==> config.mk <==
export PLATFORM = sky130hd
export DESIGN_NAME = cdu_current_dac_update_scheduler
export DESIGN_NICKNAME = d
export VERILOG_FILES = /design/src/pkg/cdu_pkg.sv /design/src/rtl/cdu_current_dac_update_scheduler.sv
export SDC_FILE = /design/constraint.sdc
export NUM_CORES = 1
export LEC_CHECK = 0
export BUFFER_PORTS_ARGS = -buffer_cell sky130_fd_sc_hd__buf_2
export CAP_MARGIN = 25
export CORE_ASPECT_RATIO = 1.5
export CORE_MARGIN = 1.5
export CORE_UTILIZATION = 55
export DETAILED_ROUTE_END_ITERATION = 12
export PLACE_DENSITY = 0.75
export SYNTH_ARGS = -nofsm -noshare
export SYNTH_HDL_FRONTEND = slang
export SYNTH_SLANG_ARGS = --single-unit
==> constraint.sdc <==
create_clock -name clk_sys -period 12.1 [get_ports clk_sys]
set_input_delay 3.025 -clock clk_sys [delete_from_list [all_inputs] [get_ports clk_sys]]
set_output_delay 3.025 -clock clk_sys [all_outputs]
set_load 0.05 [all_outputs]
==> src/pkg/cdu_pkg.sv <==
// Package with register map, field layout and types for the current DAC update scheduler
package cdu_pkg;
    // Register addresses on the special-function register port
    localparam logic [7:0] ADDR_DAC_CONTROL = 8'hb9;
    localparam logic [7:0] ADDR_DATA_HIGH   = 8'h97;
    localparam logic [7:0] ADDR_DATA_LOW    = 8'h96;

    // Control field positions
    localparam int EN_BIT   = 7;
    localparam int SRC_MSB  = 6;
    localparam int SRC_LSB  = 4;
    localparam int FS_MSB   = 1;
    localparam int FS_LSB   = 0;
    localparam int LOW_MSB  = 7;
    localparam int LOW_LSB  = 6;

    // Reset values and read masks
    localparam logic [7:0] CONTROL_RESET = 8'h72;
    localparam logic [7:0] CONTROL_MASK  = 8'hf3;
    localparam logic [7:0] HIGH_RESET    = 8'h00;
    localparam logic [7:0] LOW_RESET     = 8'h00;
    localparam logic [7:0] LOW_MASK      = 8'hc0;

    // Full-scale currents in microamps
    localparam logic [11:0] FS_HALF_UA = 12'h1f4;
    localparam logic [11:0] FS_ONE_UA  = 12'h3e8;
    localparam logic [11:0] FS_TWO_UA  = 12'h7d0;

    // Update source encodings
    typedef enum logic [2:0] {
        SRC_TIMER0  = 3'h0,
        SRC_TIMER1  = 3'h1,
        SRC_TIMER2  = 3'h2,
        SRC_TIMER3  = 3'h3,
        SRC_RISE    = 3'h4,
        SRC_FALL    = 3'h5,
        SRC_ANYEDGE = 3'h6,
        SRC_ONWRITE = 3'h7
    } cdu_src_t;

    // Register read and write request bundle
    typedef struct packed {
        logic       wrEn;
        logic       rdEn;
        logic [7:0] addr;
        logic [7:0] wdata;
    } cdu_regreq_t;

    // Converter drive bundle
    typedef struct packed {
        logic        enable;
        logic        biasOn;
        logic [1:0]  fullscale;
        logic [9:0]  code;
    } cdu_analog_t;
endpackage : cdu_pkg

==> src/rtl/cdu_current_dac_update_scheduler.sv <==
// Special-function register control and update scheduling for a 10-bit current DAC
`timescale 1ns/10ps
module cdu_current_dac_update_scheduler #(
    parameter int WORD_W = 10
) (
    input  wire logic                 clk_sys,
    input  wire logic                 rstn,
    input  wire cdu_pkg::cdu_regreq_t regReq,
    output logic [7:0]                regRdata,
    input  wire logic [3:0]           timerOverflow,
    input  wire logic                 conversionStrobeInput,
    output cdu_pkg::cdu_analog_t      analogCtl,
    output logic [21:0]               outCurrentNa,
    output logic                      pinDigitalDriverEn,
    output logic                      pinPullupEn,
    output logic                      pinAnalogConnect,
    output logic [WORD_W-1:0]         stagedWord
);
    // Elaboration check: the byte mapping only serves a 10-bit word
    if (WORD_W != 10) begin : g_bad_width
        $error("WORD_W must be 10");
    end

    logic [7:0]        dacControl;
    logic [7:0]        dataHigh;
    logic [7:0]        dataLow;
    logic [WORD_W-1:0] latchWord;
    logic              strobeMeta;
    logic              strobeSync;
    logic              strobeLast;

    // Address decode for the register port
    wire selCtl  = regReq.addr == cdu_pkg::ADDR_DAC_CONTROL;
    wire selHigh = regReq.addr == cdu_pkg::ADDR_DATA_HIGH;
    wire selLow  = regReq.addr == cdu_pkg::ADDR_DATA_LOW;
    wire wrCtl   = regReq.wrEn & selCtl;
    wire wrHigh  = regReq.wrEn & selHigh;
    wire wrLow   = regReq.wrEn & selLow;

    // Control fields
    wire                     dacEnable = dacControl[cdu_pkg::EN_BIT];
    wire [2:0]               srcBits   = dacControl[cdu_pkg::SRC_MSB:cdu_pkg::SRC_LSB];
    wire cdu_pkg::cdu_src_t  srcSel    = cdu_pkg::cdu_src_t'(srcBits);
    wire [1:0]               fsSel     = dacControl[cdu_pkg::FS_MSB:cdu_pkg::FS_LSB];

    // Staged word is left-justified across the two bytes
    assign stagedWord = {dataHigh, dataLow[cdu_pkg::LOW_MSB:cdu_pkg::LOW_LSB]};

    // Edge detect only looks at the second synchroniser stage
    wire riseEdge = strobeSync & ~strobeLast;
    wire fallEdge = ~strobeSync & strobeLast;

    // Load pulse selection; low byte writes never load by themselves
    logic loadPulse;
    always_comb begin
        case (srcSel)
            cdu_pkg::SRC_TIMER0:  loadPulse = timerOverflow[0];
            cdu_pkg::SRC_TIMER1:  loadPulse = timerOverflow[1];
            cdu_pkg::SRC_TIMER2:  loadPulse = timerOverflow[2];
            cdu_pkg::SRC_TIMER3:  loadPulse = timerOverflow[3];
            cdu_pkg::SRC_RISE:    loadPulse = riseEdge;
            cdu_pkg::SRC_FALL:    loadPulse = fallEdge;
            cdu_pkg::SRC_ANYEDGE: loadPulse = riseEdge | fallEdge;
            cdu_pkg::SRC_ONWRITE: loadPulse = wrHigh;
            default:              loadPulse = 1'b0;
        endcase
    end

    // On-demand load must see the byte being written in the same cycle
    wire [WORD_W-1:0] loadWord = (srcSel == cdu_pkg::SRC_ONWRITE)
                               ? {regReq.wdata, dataLow[cdu_pkg::LOW_MSB:cdu_pkg::LOW_LSB]}
                               : stagedWord;

    // Register file
    always_ff @(posedge clk_sys or negedge rstn) begin
        if (!rstn) begin
            dacControl <= cdu_pkg::CONTROL_RESET;
            dataHigh   <= cdu_pkg::HIGH_RESET;
            dataLow    <= cdu_pkg::LOW_RESET;
        end else begin
            if (wrCtl)  dacControl <= regReq.wdata & cdu_pkg::CONTROL_MASK;
            if (wrHigh) dataHigh   <= regReq.wdata;
            if (wrLow)  dataLow    <= regReq.wdata & cdu_pkg::LOW_MASK;
        end
    end

    // Strobe synchroniser and converter input latch
    always_ff @(posedge clk_sys or negedge rstn) begin
        if (!rstn) begin
            strobeMeta <= 1'b0;
            strobeSync <= 1'b0;
            strobeLast <= 1'b0;
            latchWord  <= '0;
        end else begin
            strobeMeta <= conversionStrobeInput;
            strobeSync <= strobeMeta;
            strobeLast <= strobeSync;
            if (loadPulse) latchWord <= loadWord;
        end
    end

    // Read mux; unused bits read zero, unmapped reads zero
    always_ff @(posedge clk_sys or negedge rstn) begin
        if (!rstn) begin
            regRdata <= 8'h00;
        end else if (regReq.rdEn) begin
            regRdata <= selCtl ? dacControl : selHigh ? dataHigh : selLow ? dataLow : 8'h00;
        end
    end

    // Full-scale selection, 1x means 2 mA
    wire [11:0] fsUa = fsSel[1] ? cdu_pkg::FS_TWO_UA
                     : fsSel[0] ? cdu_pkg::FS_ONE_UA
                     : cdu_pkg::FS_HALF_UA;

    // Ideal current: code times full-scale over 1024, in nanoamps; kept for model checks
    wire [31:0] prodNa = 32'(latchWord) * 32'(fsUa) * 32'h3e8;
    assign outCurrentNa = dacEnable ? prodNa[31:10] : 22'h000000;

    // Pin takeover and bias follow the enable directly
    assign pinDigitalDriverEn = ~dacEnable;
    assign pinPullupEn        = ~dacEnable;
    assign pinAnalogConnect   = dacEnable;
    assign analogCtl.enable    = dacEnable;
    assign analogCtl.biasOn    = dacEnable;
    assign analogCtl.fullscale = fsSel;
    assign analogCtl.code      = latchWord;

    // Checks
    chk_write_loads: assert property (@(posedge clk_sys) disable iff (!rstn)
        (srcSel == cdu_pkg::SRC_ONWRITE && wrHigh) |=> latchWord == $past(loadWord))
        else $error("high byte write did not load latch");
    chk_low_held: assert property (@(posedge clk_sys) disable iff (!rstn)
        (wrLow && !loadPulse) |=> $stable(latchWord))
        else $error("low byte write changed output");
    chk_timer_loads: assert property (@(posedge clk_sys) disable iff (!rstn)
        (srcBits[2] == 1'b0 && timerOverflow[srcBits[1:0]]) |=> latchWord == $past(stagedWord))
        else $error("timer overflow did not load");
    chk_timer_held: assert property (@(posedge clk_sys) disable iff (!rstn)
        (srcBits[2] == 1'b0 && !timerOverflow[srcBits[1:0]]) |=> $stable(latchWord))
        else $error("latch moved without overflow");
    chk_rise_edge: assert property (@(posedge clk_sys) disable iff (!rstn)
        (srcSel == cdu_pkg::SRC_RISE && !strobeSync ##1 srcSel == cdu_pkg::SRC_RISE
         && strobeSync) |=> latchWord == $past(stagedWord))
        else $error("rising strobe edge missed");
    chk_fall_only: assert property (@(posedge clk_sys) disable iff (!rstn)
        (srcSel == cdu_pkg::SRC_FALL && !fallEdge) |=> $stable(latchWord))
        else $error("falling mode loaded without edge");
    chk_pin_takeover: assert property (@(posedge clk_sys) disable iff (!rstn)
        dacEnable |-> (!pinDigitalDriverEn && !pinPullupEn && pinAnalogConnect
                       && analogCtl.biasOn))
        else $error("pin not handed to converter");
    chk_zero_current: assert property (@(posedge clk_sys) disable iff (!rstn)
        (latchWord == '0) |-> outCurrentNa == 22'h000000)
        else $error("zero code gave current");
    chk_fs_two: assert property (@(posedge clk_sys) disable iff (!rstn)
        (dacEnable && fsSel[1] && latchWord == 10'h200) |-> outCurrentNa == 22'h0f4240)
        else $error("2 mA full scale wrong");

    // Half-scale code under the two smaller settings
    chk_fs_one: assert property (@(posedge clk_sys) disable iff (!rstn)
        (dacEnable && fsSel == 2'b01 && latchWord == 10'h200) |-> outCurrentNa == 22'h07a120)
        else $error("1 mA full scale wrong");
    chk_fs_half: assert property (@(posedge clk_sys) disable iff (!rstn)
        (dacEnable && fsSel == 2'b00 && latchWord == 10'h200) |-> outCurrentNa == 22'h03d090)
        else $error("0.5 mA full scale wrong");

    // Disabled converter drives no current at all
    chk_disabled_zero: assert property (@(posedge clk_sys) disable iff (!rstn)
        !dacEnable |-> outCurrentNa == 22'h000000)
        else $error("current while disabled");

    // Pin stays an ordinary port pin while disabled
    chk_gpio_mode: assert property (@(posedge clk_sys) disable iff (!rstn)
        !dacEnable |-> (pinDigitalDriverEn && pinPullupEn && !pinAnalogConnect
                        && !analogCtl.biasOn))
        else $error("pin taken while disabled");

    // Falling and either-edge modes copy the staged word
    chk_fall_loads: assert property (@(posedge clk_sys) disable iff (!rstn)
        (srcSel == cdu_pkg::SRC_FALL && fallEdge) |=> latchWord == $past(stagedWord))
        else $error("falling strobe edge missed");
    chk_any_edge: assert property (@(posedge clk_sys) disable iff (!rstn)
        (srcSel == cdu_pkg::SRC_ANYEDGE && (riseEdge || fallEdge))
        |=> latchWord == $past(stagedWord))
        else $error("strobe edge missed in any-edge mode");
    chk_rise_only: assert property (@(posedge clk_sys) disable iff (!rstn)
        (srcSel == cdu_pkg::SRC_RISE && !riseEdge) |=> $stable(latchWord))
        else $error("rising mode loaded without edge");

    // Each qualifying edge gives a single-cycle pulse
    chk_rise_pulse: assert property (@(posedge clk_sys) disable iff (!rstn)
        riseEdge |=> !riseEdge)
        else $error("rising edge pulse too long");
    chk_fall_pulse: assert property (@(posedge clk_sys) disable iff (!rstn)
        fallEdge |=> !fallEdge)
        else $error("falling edge pulse too long");

    // On-demand mode moves the latch only on a high byte write
    chk_ondemand_held: assert property (@(posedge clk_sys) disable iff (!rstn)
        (srcSel == cdu_pkg::SRC_ONWRITE && !wrHigh) |=> $stable(latchWord))
        else $error("on-demand latch moved without high write");

    // Control readback and unused bits
    chk_read_ctl: assert property (@(posedge clk_sys) disable iff (!rstn)
        (regReq.rdEn && selCtl) |=> regRdata == $past(dacControl))
        else $error("control readback wrong");
    chk_ctl_unused: assert property (@(posedge clk_sys) disable iff (!rstn)
        (dacControl & ~cdu_pkg::CONTROL_MASK) == 8'h00)
        else $error("unused control bits set");

    cov_ondemand: cover property (@(posedge clk_sys) disable iff (!rstn)
        srcSel == cdu_pkg::SRC_ONWRITE && wrLow ##[1:4] wrHigh);
    cov_timer3: cover property (@(posedge clk_sys) disable iff (!rstn)
        srcSel == cdu_pkg::SRC_TIMER3 && timerOverflow[3]);
    cov_anyedge: cover property (@(posedge clk_sys) disable iff (!rstn)
        srcSel == cdu_pkg::SRC_ANYEDGE && fallEdge);
    cov_rise_load: cover property (@(posedge clk_sys) disable iff (!rstn)
        srcSel == cdu_pkg::SRC_RISE && riseEdge);
    cov_fall_load: cover property (@(posedge clk_sys) disable iff (!rstn)
        srcSel == cdu_pkg::SRC_FALL && fallEdge);
endmodule : cdu_current_dac_update_scheduler

==> results of run 1 <==
-- synthesized netlist by cell type (4+ instances only) --
cell type and count:
a211oi_1 6, a21o_1 13, a21oi_1 45, a22oi_1 4, and2_1 19, and3_1 7, buf_4 8, clkbuf_1 17
dfrtp_1 33, dfstp_2 4, fa_1 108, ha_1 104, inv_1 126, inv_2 5, mux2_2 18, mux2i_1 13
nand2_1 52, nand2b_1 13, nand3_1 12, nand4_1 8, nor2_1 50, nor2b_1 11, nor3_1 11, nor3b_1 6
o21ai_0 25, o21ai_1 10, o21bai_1 5, xnor2_1 26, xnor2_2 6, xor2_1 10
-- metrics by stage --
step	TNS (ns)	cells	util (%)	area (sq um)	setup slack (ns)
after floorplan	0	835	-	7850	0.00292
after global placement	0	1103	60.9	8530	0.346
after detailed placement	0	1103	60.9	8530	0.199
after CTS	0	1111	62.3	8710	0.0191
after global routing	-0.0963	1114	64.0	8950	-0.0272
final	0	1114	64.0	8950	0.374
-- path summary, 6_finish.rpt --
| path | to | cells past startpoint |
|---|---|---|
| worst max-delay path | outCurrentNa[20] | 28 |
| worst min-delay path | strobeSync$_DFF_PN0_ | 0 |
| worst max register to register | latchWord[1]$_DFFE_PN0P_ | 4 |
| worst min register to register | strobeSync$_DFF_PN0_ | 0 |
| max in group asynchronous | latchWord[3]$_DFFE_PN0P_ | 1 |
| min in group asynchronous | dataHigh[1]$_DFFE_PN0P_ | 1 |
-- sequential cells by signal (all words and copies together) (netlist names) --
signal,cells
dataHigh,8
latchWord,10
dataLow,2
dacControl,6
strobeLast,1
strobeSync,1
regRdata,8
strobeMeta,1
-- timing repair --
item | CTS | global route
buffers inserted | 0 | 3
setup endpoints to repair | 4 | 12
pin swaps | 0 | 9
gates resized for setup | 3 | 46
cloned | 0 | 0
-- kinds of logic (layout without fill, tap and decap cells) --
group / after synthesis / count (layout) / synth area share (%)
xor+xnor: 47 / 47 / 6.58
simple gates: 204 / 204 / 13.0
flops: 37 / 37 / 11.9
other cells: 1 / 1 / 0.0478
compound gates: 138 / 138 / 11.1
buf+inv: 160 / 247 / 8.16
fa+ha+maj: 215 / 215 / 44.5
mux: 33 / 33 / 4.72
-- layer usage --
layer / vias to the layer above / part of all wire (%)
met5: - / 0
met4: 0 / 1.8
met3: 23 / 2.2
met2: 115 / 58
met1: 2940 / 38
li1: 2929 / -
-- cell usage in the layout, fill, tap and decap left out, types with 7 or more instances in the layout --
master / n
o21ai_0: 23
fa_1: 108
dfrtp_1: 32
buf_4: 27
nor2b_1: 11
ha_1: 96
inv_1: 126
nand3_1: 12
nand2b_1: 10
mux2_2: 18
nand2_1: 52
nand4_1: 8
a21oi_1: 42
a21o_1: 13
and2_1: 19
o21ai_1: 11
xor2_1: 8
xnor2_1: 25
xnor2_2: 7
nor3_1: 11
buf_2: 75
mux2i_1: 13
nor2_1: 48
-- final cells by class --
class	instances	share of cell area, %
multi-input combinational	638	72.3
sequential	37	10.4
timing repair buffer	107	7.06
inverter	132	5.56
tap	192	2.68
clock buffer	7	1.59
clock inverter	1	0.336
==> key figures, run 1 <==
Yosys
  – Synth async-reset ratio: 100%
  – Mean Syn Cell Area: 9.40 sq um
  – Synth Register Bits: 37
  – Post-synthesis sequential area ratio: 11.9%
  – Post-Syn Nets: 1,072
  – Ys Warns: 0
  – Synth Cell Area: 7850 sq um
  – Main synth FF type: dfrtp_1
  – Area share of the largest cell type after synthesis: 27.6%
  – Dominant cells by area after synthesis: fa_1 (28%), ha_1 (17%), dfrtp_1 (11%)
  – Cell taking the most area after synthesis: fa_1
  – Synth Instances: 835
  – Yosys cell types: 65
  – Post-synth EDFFs: 0

Layout
  – Layout cells sized above 1: 20.8%
  – FILL cells: 1,181
  – Synth-to-Final Area Change: 14.0%
  – Multi-input logic area: 6470 sq um
  – Inserted Diodes: 0
  – Nets: 1,158
  – Register area: 932 sq um

Clocking
  – CTS buffer count: 5
  – H-tree depth: 2
  – Clock slew at reported path FFs: 0.05 ns
  – Hold_buf cts: 0
  – Clock latency on the worst-skew pair: 0.28 ns
  – CTS Sinks: 37
  – CTS tree: done
  – Deepest clock path buffer count: 2
  – Clock root cell: clkbuf_16

Global route
  – Vias in the first global route: 6,197
  – Largest net degree at the start of global routing: 38
  – Met3 GRT Util: 0.937%
  – GR Util met2: 46.0%
  – Top Usage Layer GRT: met2
  – Global-route wire length before repair: 27,100 microns
  – Routing usage on met1: 23.4%
  – Tot GR Track Use: 22.1%
  – Overflow after GRT: 0
  – Initial antenna violation count: 0

Setup path
  – CP startpoint: dacControl[1]$_DFFE_PN1P_
  – Slowest cell on crit path: dfstp_2
  – Setup crit start kind: register
  – CP peak stage delay: 0.59 ns
  – Reg2Reg Setup Slack: 10.13 ns
  – Worst path required time: 9.07 ns
  – R2R Path Start: dacControl[4]$_DFFE_PN1P_
  – Worst EP arrival: 8.70 ns
  – Most used cell, CP: fa_1
  – Critical Path Fanout Max: 14
  – Setup CP Type: register to output pin
  – Crit path max-delay family: adder cells
  – Crit. End Element: output pin
  – Buf/Inv on CP: 5

STA
  – Tmin final: 11.73 ns
  – Slew @ Worst Pin: 0.811 ns
  – Peak Freq: 0.0853 GHz
  – Final setup fails: 0
  – Final period utilization: 96.9%
  – Max_slew headroom: 45.9%
  – Final Skew: 0.00473 ns
  – Final Hold Violating Endpoints: 0
  – Hold_ws: 0.348 ns
  – Final Max Tran Viols: 0

Die
  – Row count: 53
  – Die X: 101 microns
  – Height of the die: 149 microns
  – Initial core utilization: 56.1%
  – # IOs: 82
  – Die area: 15,000 sq um
  – Core area: 14,000 sq um

Status
  – Outcome: finished clean

Drt
  – Vias per cell: 5.39
  – Total Wirelength: 16,100 microns
  – 1st-iter DRT viols: 157
  – Remaining antenna violation count after routing: 0
  – Drt first pass iters: 4
  – DRC errors left: 0
  – Via count: 6,007
  – WL per Instance: 14.5 microns

Run
  – Max-cap violations: 0

Worst hold path
  – Worst min path class: register to register
  – Hold_sp: strobeMeta$_DFF_PN0_

Placed design
  – Port bufs: 80
  – Routability cong.: 0.919
  – DP HPWL: 14,000 microns
Power of run 1 is not shown: default switching activity piles up to over one toggle a cycle in this logic, so the estimate is an artifact.
==> run 2: changes to the inputs <==
--- a/config.mk
+++ b/config.mk
@@ -11,7 +11,7 @@
 export CORE_MARGIN = 1.5
 export CORE_UTILIZATION = 55
 export DETAILED_ROUTE_END_ITERATION = 12
-export PLACE_DENSITY = 0.75
+export PLACE_DENSITY = 0.77
 export SYNTH_ARGS = -nofsm -noshare
 export SYNTH_HDL_FRONTEND = slang
 export SYNTH_SLANG_ARGS = --single-unit
==> run 2 against run 1 <==
Compared with the run above:
- critical path depth increased by 5
- cell count increased by 0.90%
- sequential share of layout area decreased by 0.14 points
- setup slack got worse by 0.085 ns
- fmax decreased by 0.72%
- critical endpoint is now outCurrentNa[13]
- sequential cell count unchanged
- via count increased by 3.0%
- routed wire length increased by 5.2%
- register-to-register slack got worse by 0.02 ns
- global-route usage increased by 0.91 points
- utilization increased by 1.1 points
- clock skew about the same
==> key figures, run 2 (synthesized netlist as in run 1, its figures left out) <==
Layout
  – Synth-to-Final Area Change: 16.0% (was 14.0%)
  – FILL cells: 1,121 (was 1,181)
  – Largest registers: latchWord: 10 flops, dataHigh: 8 flops, regRdata: 8 flops (unchanged)
  – Max reg flops: 10 (unchanged)
  – Commonest non-fill, non-tap cell in the layout: inv_1 (unchanged)
  – Post-Layout Cell Count: 1,124 (was 1,114)
  – Layout cells sized above 1: 22.5% (was 20.8%)
  – Nets: 1,168 (was 1,158)
  – Register area: 935 sq um (was 932 sq um)
  – Multi-input logic area: 6560 sq um (was 6470 sq um)
  – Post-Route Utilization: 65.0% (was 64.0%)
  – Most frequent cells in the layout: inv_1 (125), fa_1 (108), ha_1 (90), buf_2 (72), nand2_1 (52) (was inv_1 (126), fa_1 (108), ha_1 (96), buf_2 (75), nand2_1 (52))
  – Inserted Diodes: 0 (unchanged)
  – Most flops, register: latchWord (unchanged)

Clocking
  – Clock root cell: clkbuf_16 (unchanged)
  – CTS tree: done (unchanged)
  – CTS Sinks: 37 (unchanged)
  – Deepest clock path buffer count: 2 (unchanged)
  – CTS buffer count: 5 (unchanged)
  – Hold_buf cts: 0 (unchanged)
  – Clock slew at reported path FFs: 0.05 ns (about the same)
  – H-tree depth: 2 (unchanged)
  – Clock latency on the worst-skew pair: 0.28 ns (about the same)

Die
  – Die area: 15,000 sq um (unchanged)
  – Initial core utilization: 56.1% (unchanged)
  – Height of the die: 149 microns (unchanged)
  – Row count: 53 (unchanged)
  – Die X: 101 microns (unchanged)
  – # IOs: 82 (unchanged)
  – Core area: 14,000 sq um (unchanged)

Setup path
  – Setup crit start kind: register (unchanged)
  – Critical Path Fanout Max: 17 (was 14)
  – Worst EP arrival: 8.79 ns (was 8.70 ns)
  – Crit. End Element: output pin (unchanged)
  – Worst path required time: 9.07 ns (about the same)
  – R2R cell count: 4 (unchanged)
  – Most used cell, CP: fa_1 (unchanged)
  – Setup CP Type: register to output pin (unchanged)
  – Slowest cell on crit path: fa_1 (was dfstp_2)
  – CP peak stage delay: 0.53 ns (was 0.59 ns)

Drt
  – Vias per cell: 5.51 (was 5.39)
  – Remaining antenna violation count after routing: 0 (unchanged)
  – DRC errors left: 0 (unchanged)
  – Total Wirelength: 17,000 microns (was 16,100 microns)
  – Drt first pass iters: 4 (unchanged)
  – Via count: 6,189 (was 6,007)
  – 1st-iter DRT viols: 180 (was 157)
  – WL per Instance: 15.1 microns (was 14.5 microns)

Placed design
  – Routability cong.: 0.847 (was 0.919)
  – DP HPWL: 14,100 microns (was 14,000 microns)
  – Port bufs: 80 (unchanged)
  – Placed Cells: 1,101 (was 1,103)
  – Dpl ws: 0.0393 ns (was 0.199 ns)

STA
  – Worst setup margin: 0.288 ns (was 0.374 ns)
  – Tmin final: 11.81 ns (was 11.73 ns)
  – Final Max Tran Viols: 0 (unchanged)
  – Peak Freq: 0.0847 GHz (was 0.0853 GHz)
  – Slew @ Worst Pin: 0.804 ns (was 0.811 ns)
  – Final setup fails: 0 (unchanged)
  – Final Skew: 0.00493 ns (was 0.00473 ns)
  – Final Hold Violating Endpoints: 0 (unchanged)
  – Max_slew headroom: 45.9% (about the same)
  – Final period utilization: 97.6% (was 96.9%)

Global route
  – Overflow after GRT: 0 (unchanged)
  – Largest net degree at the start of global routing: 38 (unchanged)
  – Vias in the first global route: 6,279 (was 6,197)
  – Tot GR Track Use: 23.0% (was 22.1%)
  – Global-route wire length before repair: 27,900 microns (was 27,100 microns)
  – Initial antenna violation count: 0 (unchanged)

Status
  – Outcome: finished clean (unchanged)

Worst hold path
  – Hold path depth: 0 (unchanged)
  – Worst min path class: register to register (unchanged)

Run
  – Max-cap violations: 0 (unchanged)
run 2: layout make-up:
type	instances	share of cell area, %
multi-input combinational	638	72.0
clock inverter	1	0.0550
sequential	37	10.3
clock buffer	7	1.68
inverter	132	5.44
timing repair buffer	117	7.86
tap	192	2.64
run 2: timing repair:
item,4_1_cts,5_1_grt
pin swaps,0,20
setup buffers,2,13
setup endpoints to repair,9,12
resized for setup,10,57
run 2: final timing paths:
| path | start | end | slack, ns |
|---|---|---|---|
| worst max-delay path | dacControl[0]$_DFFE_PN0P_ | outCurrentNa[13] | 0.29 |
| worst min-delay path | strobeMeta$_DFF_PN0_ | strobeSync$_DFF_PN0_ | 0.35 |
| worst max register to register | dacControl[4]$_DFFE_PN1P_ | latchWord[0]$_DFFE_PN0P_ | 10.11 |
| worst min register to register | strobeMeta$_DFF_PN0_ | strobeSync$_DFF_PN0_ | 0.35 |
| max in group asynchronous | rstn | strobeLast$_DFF_PN0_ | 8.78 |
| min in group asynchronous | rstn | dacControl[0]$_DFFE_PN0P_ | 2.82 |
run 2: stage by stage:
| stage | setup TNS (ns) | hold WS (ns) | cell area (sq um) |
|---|---|---|---|
| 2_1_floorplan | 0 | 0.331 | 7850 |
| 3_3_place_gp | 0 | 0.331 | 8510 |
| 3_5_place_dp | 0 | 0.345 | 8510 |
| 4_1_cts | 0 | 0.357 | 8730 |
| 5_1_grt | -0.227 | 0.372 | 9100 |
| 6_report | 0 | 0.351 | 9100 |
run 2: layer usage:
metal  track usage, %  part of all wire, %
met5                0                    0
met4             8.45                  2.9
met3             1.03                  2.5
met2             46.6                   57
met1             24.6                   37
run 2: worst max-delay path, delay by kind of cell, from the launching register on:
family	cells	cell delay (ns)
compound gates	7	1.50
flops	1	0.40
buf+inv	10	1.17
xor+xnor	2	0.28
fa+ha+maj	10	4.64
simple gates	4	0.47
Power of run 2 is left out for the same reason.
